--- config.mk ---
export PLATFORM = sky130hd
export DESIGN_NAME = cmb_message_buffer
export DESIGN_NICKNAME = d
export VERILOG_FILES = /design/src/cmb_bit_shifter.v /design/src/cmb_message_buffer.v
export VERILOG_INCLUDE_DIRS = /design/src /design/src/src
export SDC_FILE = /design/constraint.sdc
export NUM_CORES = 1
export LEC_CHECK = 0
export BUFFER_PORTS_ARGS = -buffer_cell sky130_fd_sc_hd__buf_2
export CAP_MARGIN = 10
export CORE_MARGIN = 2
export CORE_UTILIZATION = 55
export DETAILED_ROUTE_END_ITERATION = 10
export PLACE_DENSITY_LB_ADDON = 0.2
export REMOVE_ABC_BUFFERS = 1
export SLEW_MARGIN = 15
export SYNTH_ARGS = -nofsm -noshare
export SYNTH_HDL_FRONTEND = slang
export SYNTH_SLANG_ARGS = --single-unit
--- constraint.sdc ---
create_clock -name i_clk -period 6.64 [get_ports i_clk]
set_input_delay 1.328 -clock i_clk [delete_from_list [all_inputs] [get_ports i_clk]]
set_output_delay 1.328 -clock i_clk [all_outputs]
set_load 0.01 [all_outputs]
--- src/cmb_regs.vh ---
// register offsets, field positions and limits of the message buffer image
// ---------------------------------------------------------------------------
// ---------------------------------------------------------------------------
`ifndef CMB_REGS_VH
`define CMB_REGS_VH
`define CMB_OFF_IDENT_0   4'h0
`define CMB_OFF_IDENT_1   4'h1
`define CMB_OFF_IDENT_2   4'h2
`define CMB_OFF_IDENT_3   4'h3
`define CMB_OFF_PAY_FIRST 4'h4
`define CMB_OFF_PAY_LAST  4'hb
`define CMB_OFF_LENGTH    4'hc
`define CMB_OFF_STATUS    4'hd
`define CMB_BIT_REMOTE    4
`define CMB_BIT_EXT       3
`define CMB_MAX_BYTES     4'h8
`define CMB_ID_BITS       11
`endif

--- src/cmb_bit_shifter.v ---
// parallel-load shift register, msb first out, msb first in
`timescale 1ns/1ns
`default_nettype none
module cmb_bit_shifter #(
  parameter W = 8
) (
  // clock and reset
  input  wire         i_clk,
  input  wire         i_sys_rst,
  // control
  input  wire         i_load,
  input  wire [W-1:0] i_value,
  input  wire         i_shift,
  input  wire         i_bit,
  // state
  output wire         o_msb,
  output wire [W-1:0] o_value
);
  reg [W-1:0] sh_q;

  // load has priority over shift
  always @(posedge i_clk)
  begin
    if (i_sys_rst)
      sh_q <= {W{1'b0}};
    else if (i_load)
      sh_q <= i_value;
    else if (i_shift)
      sh_q <= {sh_q[W-2:0], i_bit};
  end

  assign o_msb   = sh_q[W-1];
  assign o_value = sh_q;
endmodule
`default_nettype wire

--- src/cmb_message_buffer.v ---
// standard-identifier can message buffer with serial bit engine port
`timescale 1ns/1ns
`default_nettype none
`include "cmb_regs.vh"
module cmb_message_buffer (
  // clock and reset
  input  wire       i_clk,
  input  wire       i_sys_rst,
  // register port
  input  wire [3:0] i_addr,
  input  wire [7:0] i_wdata,
  input  wire       i_wr,
  input  wire       i_rd,
  output reg  [7:0] o_rdata,
  // bus engine: transmit side
  input  wire       i_tx_start,
  input  wire       i_tx_adv,
  output reg        o_tx_bit,
  output reg        o_tx_busy,
  output reg        o_tx_done,
  // bus engine: receive side
  input  wire       i_rx_start,
  input  wire       i_rx_valid,
  input  wire       i_rx_bit,
  output reg        o_rx_busy,
  output reg        o_rx_done,
  // arbitration compare
  input  wire [10:0] i_arb_id,
  output reg        o_arb_win
);
  // ---------------------------------------------------------------------------
  // storage
  // ---------------------------------------------------------------------------
  localparam S_IDLE = 5'h01;
  localparam S_ID   = 5'h02;
  localparam S_CTRL = 5'h04;
  localparam S_LEN  = 5'h08;
  localparam S_DATA = 5'h10;

  reg  [7:0] id0_q, id1_q, id2_q, id3_q, len_q;
  reg  [7:0] pay_q [0:7];
  reg  [4:0] st_q;
  reg  [3:0] cnt_q;
  reg  [2:0] byte_q;
  reg  [3:0] nbytes_q;
  reg        rx_mode_q;
  reg  [3:0] rx_len_q;
  reg  [1:0] rx_flags_q;
  wire       adv = rx_mode_q ? i_rx_valid : i_tx_adv;
  wire [10:0] frame_identifier = {id0_q, id1_q[7:5]};
  wire [3:0] code_len = len_q[3:0];
  // clamp to eight bytes; code is plain binary count
  wire [3:0] data_cnt = (code_len > `CMB_MAX_BYTES) ? `CMB_MAX_BYTES
                                                    : code_len;
  // the last length bit is still on the pin when the count is taken
  wire [3:0] rx_code = {rx_len_q[2:0], i_rx_bit};
  wire [3:0] rx_cnt = (rx_code > `CMB_MAX_BYTES) ? `CMB_MAX_BYTES
                                                 : rx_code;
  wire       sh_msb;
  wire [7:0] sh_val;
  reg        sh_load;
  reg  [7:0] sh_in;
  wire       busy = (st_q != S_IDLE);

  // ---------------------------------------------------------------------------
  // shifter shared by transmit and receive
  // ---------------------------------------------------------------------------
  cmb_bit_shifter #(.W(8)) u_shift (
    .i_clk     (i_clk),
    .i_sys_rst (i_sys_rst),
    .i_load    (sh_load),
    .i_value   (sh_in),
    .i_shift   (busy & adv),
    .i_bit     (i_rx_bit),
    .o_msb     (sh_msb),
    .o_value   (sh_val)
  );

  // pick the next byte to load into the shifter on transmit
  always @*
  begin
    sh_load = 1'b0;
    sh_in   = 8'h00;
    if (i_tx_start && !busy)
    begin
      sh_load = 1'b1;
      sh_in   = id0_q;
    end
    else if (busy && adv && !rx_mode_q && cnt_q == 4'h0)
    begin
      sh_load = 1'b1;
      case (st_q)
        S_ID:    sh_in = {id1_q[7:5], 5'h00};
        S_CTRL:  sh_in = {len_q[3:0], 4'h0};
        // byte index is only reset as the length ends, so name byte 0 here
        S_LEN:   sh_in = pay_q[0];
        default: sh_in = pay_q[byte_q + 3'h1];
      endcase
    end
  end

  // ---------------------------------------------------------------------------
  // frame sequencer
  // ---------------------------------------------------------------------------
  // tx order: 11 id bits, remote, format, 4 length bits, payload bits
  // the shifter presents the next bit on its msb, except the remote and format bits
  always @(posedge i_clk)
  begin
    if (i_sys_rst)
    begin
      st_q      <= S_IDLE;
      cnt_q     <= 4'h0;
      byte_q    <= 3'h0;
      nbytes_q  <= 4'h0;
      rx_mode_q <= 1'b0;
      rx_len_q  <= 4'h0;
      rx_flags_q <= 2'h0;
      o_tx_done <= 1'b0;
      o_rx_done <= 1'b0;
    end
    else
    begin
      o_tx_done <= 1'b0;
      o_rx_done <= 1'b0;
      case (st_q)
        S_IDLE:
          if (i_tx_start)
          begin
            st_q      <= S_ID;
            rx_mode_q <= 1'b0;
            cnt_q     <= 4'h7;
            // remote frame carries no payload bytes
            nbytes_q  <= id1_q[`CMB_BIT_REMOTE] ? 4'h0 : data_cnt;
          end
          else if (i_rx_start)
          begin
            st_q      <= S_ID;
            rx_mode_q <= 1'b1;
            cnt_q     <= 4'h7;
          end
        S_ID:
          if (adv)
          begin
            if (cnt_q == 4'h0)
            begin
              st_q  <= S_CTRL;
              cnt_q <= 4'h4;     // 3 id bits, then remote and format
            end
            else
              cnt_q <= cnt_q - 4'h1;
          end
        S_CTRL:
          if (adv)
          begin
            // on rx, the remote and format bits follow the id
            if (rx_mode_q && cnt_q == 4'h1)
              rx_flags_q[1] <= i_rx_bit;
            if (rx_mode_q && cnt_q == 4'h0)
              rx_flags_q[0] <= i_rx_bit;
            if (cnt_q == 4'h0)
            begin
              st_q  <= S_LEN;
              cnt_q <= 4'h3;
            end
            else
              cnt_q <= cnt_q - 4'h1;
          end
        S_LEN:
          if (adv)
          begin
            if (rx_mode_q)
              rx_len_q <= {rx_len_q[2:0], i_rx_bit};
            if (cnt_q == 4'h0)
            begin
              byte_q <= 3'h0;
              cnt_q  <= 4'h7;
              if (rx_mode_q)
                nbytes_q <= rx_flags_q[1] ? 4'h0 : rx_cnt;
              if ((rx_mode_q && (rx_flags_q[1] || rx_cnt == 4'h0)) ||
                  (!rx_mode_q && nbytes_q == 4'h0))
              begin
                st_q      <= S_IDLE;
                o_tx_done <= !rx_mode_q;
                o_rx_done <= rx_mode_q;
              end
              else
                st_q <= S_DATA;
            end
            else
              cnt_q <= cnt_q - 4'h1;
          end
        S_DATA:
          if (adv)
          begin
            if (cnt_q == 4'h0)
            begin
              cnt_q  <= 4'h7;
              byte_q <= byte_q + 3'h1;
              if ({1'b0, byte_q} + 4'h1 >= nbytes_q)
              begin
                st_q      <= S_IDLE;
                o_tx_done <= !rx_mode_q;
                o_rx_done <= rx_mode_q;
              end
            end
            else
              cnt_q <= cnt_q - 4'h1;
          end
        default: st_q <= S_IDLE;
      endcase
    end
  end

  // the control byte shift order: remote, format, then length
  // tx bit: msb of shifter, but ctrl bits come from the image directly
  always @(posedge i_clk)
  begin
    if (i_sys_rst)
      o_tx_bit <= 1'b1;
    else if (!busy || rx_mode_q)
      o_tx_bit <= 1'b1;
    else if (st_q == S_CTRL && cnt_q == 4'h1)
      o_tx_bit <= id1_q[`CMB_BIT_REMOTE];
    else if (st_q == S_CTRL && cnt_q == 4'h0)
      o_tx_bit <= id1_q[`CMB_BIT_EXT];
    else
      o_tx_bit <= sh_msb;
  end

  // ---------------------------------------------------------------------------
  // arbitration and status outputs
  // ---------------------------------------------------------------------------
  always @(posedge i_clk)
  begin
    if (i_sys_rst)
    begin
      o_arb_win <= 1'b0;
      o_tx_busy <= 1'b0;
      o_rx_busy <= 1'b0;
    end
    else
    begin
      o_arb_win <= (frame_identifier < i_arb_id);
      o_tx_busy <= busy & !rx_mode_q;
      o_rx_busy <= busy & rx_mode_q;
    end
  end

  // ---------------------------------------------------------------------------
  // register image: software writes, receive fills
  // ---------------------------------------------------------------------------
  integer k;
  always @(posedge i_clk)
  begin
    if (i_sys_rst)
    begin
      id0_q <= 8'h00;
      id1_q <= 8'h00;
      id2_q <= 8'h00;
      id3_q <= 8'h00;
      len_q <= 8'h00;
      for (k = 0; k < 8; k = k + 1)
        pay_q[k] <= 8'h00;
    end
    else
    begin
      if (i_wr)
      begin
        case (i_addr)
          `CMB_OFF_IDENT_0: id0_q <= i_wdata;
          `CMB_OFF_IDENT_1: id1_q <= i_wdata;
          `CMB_OFF_IDENT_2: id2_q <= i_wdata;
          `CMB_OFF_IDENT_3: id3_q <= i_wdata;
          `CMB_OFF_LENGTH:  len_q <= {4'h0, i_wdata[3:0]};
          default:
            if (i_addr >= `CMB_OFF_PAY_FIRST && i_addr <= `CMB_OFF_PAY_LAST)
              pay_q[i_addr[2:0] - 3'h4] <= i_wdata;
        endcase
      end
      // receive writes win over a software write in the same cycle
      if (rx_mode_q && busy && i_rx_valid)
      begin
        if (st_q == S_ID && cnt_q == 4'h0)
          id0_q <= {sh_val[6:0], i_rx_bit};
        if (st_q == S_CTRL && cnt_q == 4'h0)
          id1_q <= {sh_val[3:1], rx_flags_q[1], i_rx_bit, 3'h0};
        if (st_q == S_LEN && cnt_q == 4'h0)
          len_q <= {4'h0, rx_len_q[2:0], i_rx_bit};
        if (st_q == S_DATA && cnt_q == 4'h0)
          pay_q[byte_q] <= {sh_val[6:0], i_rx_bit};
      end
    end
  end

  // read data one cycle after the strobe; unmapped reads zero
  always @(posedge i_clk)
  begin
    if (i_sys_rst)
      o_rdata <= 8'h00;
    else if (i_rd)
    begin
      case (i_addr)
        `CMB_OFF_IDENT_0: o_rdata <= id0_q;
        `CMB_OFF_IDENT_1: o_rdata <= id1_q;
        `CMB_OFF_IDENT_2: o_rdata <= id2_q;
        `CMB_OFF_IDENT_3: o_rdata <= id3_q;
        `CMB_OFF_LENGTH:  o_rdata <= len_q;
        `CMB_OFF_STATUS:  o_rdata <= {6'h00, busy & rx_mode_q, busy & !rx_mode_q};
        default:
          if (i_addr >= `CMB_OFF_PAY_FIRST && i_addr <= `CMB_OFF_PAY_LAST)
            o_rdata <= pay_q[i_addr[2:0] - 3'h4];
          else
            o_rdata <= 8'h00;
      endcase
    end
    else
      o_rdata <= 8'h00;
  end
endmodule
`default_nettype wire

Yosys cells after proc, flatten, opt, wreduce, memory -nomap -nowiden
Memory sizes are Yosys's and may differ from the RTL's.
Index checks and enable logic that the tools add are counted.
- memory bits (writable): 64
- output and inout port bits: 14
- memories: 1
- register bits: 83
- memories (memory ; depth ; width ; rd ports ; clocked after Yosys merged registers in ; write ports ; line ; text):
    pay_q ; 8 ; 8 ; 3 ; 0 ; 8 ; cmb_message_buffer.v:41 ; reg [7:0] pay_q [0:7];
- eq/ne operators: 25
- magnitude comparators: 6
- $add $sub $neg: 4
- mux-type cells: 93
- bitwise operators: 4
- reductions and logical operators: 44
- operators with widths (kind ; count):
    2-to-1 mux 8 bit ; 19
    2-to-1 mux 4 bit ; 16
    2-to-1 mux 5 bit ; 12
    one-hot mux 8 bit (6 select lines) ; 1
    2-to-1 mux 1 bit ; 32
    one-hot mux 5 bit (5 select lines) ; 1
    one-hot mux 8 bit (3 select lines) ; 1
    inequality test 2 bit, second input constant ; 10
    2-to-1 mux 3 bit ; 6
    logical NOT 4 bit ; 4
    one-hot mux 4 bit (4 select lines) ; 1
    OR reduction 8 bit ; 2
    logical AND 1 bit ; 15
    AND reduction 5 bit ; 3
    less-than comparator 11 bit ; 1
    AND reduction 10 bit ; 1
    == test 4 x 1 -> 1 bit, second input constant ; 2
    == test 4 x 2 -> 1 bit, second input constant ; 2
    == test 4 bit, second input constant ; 2
    > comparator 4 bit, second input constant ; 2
    one-hot mux 4 bit (2 select lines) ; 1
    nonzero test 2 bit ; 4
    one-hot mux 3 bit (2 select lines) ; 1
    AND reduction 2 bit ; 3
    24 further kinds ; 34

Logic depth before layout (Yosys ltp)
- depth in word-level cells: 10
- gate-level depth with buffers: 8
- mapped depth without buffers: 7

Hierarchy
A second synthesis with hierarchy kept.
- cells, all modules: 919
- area, all modules: 8620.8 um^2
- by module, submodules not included (module ; instances ; cells each ; area an instance (um^2)):
    cmb_message_buffer ; 1 ; 883 ; 8244.2
    cmb_bit_shifter ; 1 ; 36 ; 376.6

Worst setup path before layout
OpenSTA, ideal clock, no wires.
- path type: input-to-reg
- start point: in i_addr[2]
- end point: mem pay_q[4][0], enable pin
- slack: 2.679 ns
- cell stages on the path: 8
- data arrival time: 3.632 ns
- path through: clkbuf_1 -> clkinv_1 -> ha_1 -> nor4bb_1 -> nand2_1 -> nor4_1 -> nor2_1 -> nand2_1
- RTL lines (item ; line ; text):
    start, declared ; cmb_message_buffer.v:10 ; input wire [3:0] i_addr,
    end, declared ; cmb_message_buffer.v:41 ;

==> run metrics <==
DR WL/cell=23.4 µm; core area=15,100 µm²; Post-CTS Resized=0; GRT Residual Overflow=0; Initial Util=56.1%; CTS buffer count=17; Yosys reg bits=147; peak supply drop=0.261 mV; Seq pwr share=roughly 47%; crit path time final=about 3.9 ns; via/cell ratio=about 6.6; endpoint type of the worst setup path=flop; hold depth=2; Synth Instances=approximately 910; CP Cell Sequence=buf_2, clkinv_1, ha_1, nor4bb_1, nand2_1, nor4_2, or3_1; largest family of logic cells by synthesized area=simple AND/OR/NAND/NOR gates; chip height=approximately 130 µm; vias in the first global route=slightly below 7,000; Post-DP Area=just under 9000 µm²; # clock sinks=147; Peak Freq=258 MHz; pwr dens=roughly 250 nW/µm²; area occupied by multi-input gates=4500 µm²; Area Growth Syn to Fin=9.42%; Adder-Cell Fraction of Synth Area=2.50%; Leak Pwr=0.00336 µW; routed vias=7,367; Net Sw Power=714 µW; internal power=1640 µW; worst hold path type=reg2reg; R2R Setup Slk=3.20 ns; Setup WS pre-CTS=2.43 ns; Yosys cell types=63; utilization after layout=61.4%; share of cells above drive strength 1=15.7%; Rel. slew slack=24.1%; Hold EP=id3_q[2]; Final Max Tran Viols=0; CP Max Fanout=13; Clk network pwr share=between 30 and 40%; # fillers=approximately 1,300; GR peak layer=met2; Ys Warns=0; CTS H-tree lvls=4; Combinational Power Share=~14%; clk_lat worst skew=roughly 0.43 ns; simple-gate area share of the yosys netlist=19.4%; mux cell area share after synthesis=15.4%; Cell Area, Synth=8500 µm²; Req. time, crit path=6.74 ns; io pins=46; Die ar.=about 16,000 µm²; CP delay by family, top=simple AND/OR/NAND/NOR gates; Synth Area in Compound Gates=15.2%; unrepaired setup endpoints after global routing=false; outcome=completed; gpl congestion=0.988; total power=2350 µW; main flop type after synthesis=dfxtp_1; critical path type=in2reg; worst-margin pin slew=1.14 ns; CTS tree=yes; Final ANT Viol Nets=0; Die X-Extent=128 µm; largest net degree at the start of global routing=55; commonest non-fill, non-tap cell in the layout=nand2_1; Clock Tree Buf Depth=2; Worst Skew=about 0.010 ns; EDFF count, synth=64; fin crit share=58.3%; Slowest cell on crit path=nor4_2; drt total wl=26.0 mm; post-synthesis average cell area=9.36 µm²; clock transition time at the flip-flop clock pins of the worst setup and hold paths=0.07 ns; DR iter-0 viols=~1,000; commonest non-fill, non-tap cells in the layout=nand2_1 (179), dfxtp_1 (83), nor2_1 (72), edfxtp_1 (64), o21ai_0 (58); first-pass GRT wire length=~40 mm; initial antenna violation count=0; met1 Use GR=46.8%; Buf/Inv on CP=2; number of port buffers=45; dpl hpwl=17.8 mm; met3 Usage GRT=6.68%; sequential cell area fraction in the yosys report=a little over two fifths; Clock Tree Root=clkbuf_16; # DRC=0; NumNets Final=960; final hold viol count=0; diode count=0; critical path launch point type=primary input; Crit path largest cell delay=0.61 ns; Synth async-reset ratio=0%; Storage cell area=3580 µm²; cts hold-fix bufs=0; final setup fails=0; xor/xnor share of the synthesized area=less than 1%; Post-CTS Setup Inserts=0; Hold Startpoint=id3_q[2]; GRT Overall Usage=between 30 and 40%; met2 Use GR=roughly 50%; drt first pass iters=7; worst reg2reg path depth=7; r2r endpoint=st_q[3]; row count=45; setup TNS=0 ns; Final WS setup=around 2.8 ns; CP Data Arrival Time=3.97 ns; post-route cell area=roughly 9300 µm²; Max Cap Viol=0; launch point of the worst reg-to-reg path=byte_q[0]; switching part of the total power=30.4%
[final cells by class]
cell class	count	area share, %
Multi-Input combinational cell	656	48.4
Clock inverter	12	1.01
Tap cell	188	2.53
Timing Repair Buffer	53	3.07
Inverter	36	1.45
Clock buffer	20	5.03
Sequential cell	147	38.5
[per-stage QoR]
stage                     hold slack (ns)  instances
final                               0.454       1112
after global routing                0.470       1112
after CTS                           0.455       1112
after detailed placement            0.447       1080
after global placement              0.439       1080
after floorplan                     0.427        839
[flip-flops by register name, indices dropped and copies added (netlist names), 4 cells and up]
name and cells:
st_q 5, len_q 8, cnt_q 4, pay_q 64, id2_q 8, o_rdata 8
u_shift.o_value 8, nbytes_q 4, id1_q 8, id3_q 8, id0_q 8
[synth_stat cells (all sizes together) (4+ instances only)]
master  instances  area share, %
a222oi          7           0.82
a311oi          5           0.52
o31ai           6           0.53
a21o            4           0.35
a22oi           6           0.53
nor4           11            1.4
clkbuf         45            2.0
mux2            9            1.2
nand2b          5           0.37
a21oi          35            2.1
a32o            4           0.47
nor3           10           0.65
nand3b          4           0.35
or3             6           0.44
dfxtp          83             20
edfxtp         64             23
o21ai          80            4.7
a211oi         23            2.0
inv            35            1.5
nor4b           5           0.66
nor2           72            3.2
nand2         179            7.9
o211ai          4           0.35
nand3          29            1.7
and3           15            1.1
buf            24            1.5
a211o           5           0.52
ha             17            2.5
mux2i          33            3.9
mux4           39             10
[worst max path at each step]
stage | end | startpoint | slack (ns) | depth (start not counted)
after global placement | pay_q[0][1] | i_addr[2] | 2.48 | 7
final | pay_q[0][1] | i_addr[2] | 2.77 | 7
after floorplan | pay_q[4][0] | i_addr[2] | 2.93 | 7
after detailed placement | pay_q[0][1] | i_addr[2] | 2.43 | 7
after global routing | pay_q[0][1] | i_addr[2] | 2.56 | 7
after CTS | pay_q[0][1] | i_addr[2] | 2.85 | 7
[layer usage]
metal / vias up / share of wire (%)
met5: - / 0
met4: 0 / 3.3
met3: 59 / 11
met2: 457 / 45
met1: 3513 / 41
li1: 3338 / -
[power groups by stage]
stage	clock network, µW	registers (µW)	logic [µW]
final	923	1100	333
after global routing	961	1100	358
after CTS	921	1090	326
after detailed placement	0	1110	323
after global placement	0	1110	321
after floorplan	0	1060	211
[worst reg2reg max path: stages, from the launching register on]
cell      delay, ns
dfxtp_1        1.07
ha_2           0.38
xor2_1         0.82
ha_1           0.31
o21ai_0        0.08
o211ai_1       0.20
o21a_1         0.31
mux2i_1        0.22
[cells by family (layout without fill, tap and decap cells)]
family | after synthesis | count (layout)
buffers and inverters | 105 | 121
AO/OA/AOI/OAI | 201 | 201
XOR/XNOR | 3 | 3
multiplexers | 81 | 81
AND/OR/NAND/NOR | 354 | 354
flip-flops | 147 | 147
adder cells (fa/ha/maj) | 17 | 17
Note: power is estimated with default switching activity, not from simulation.
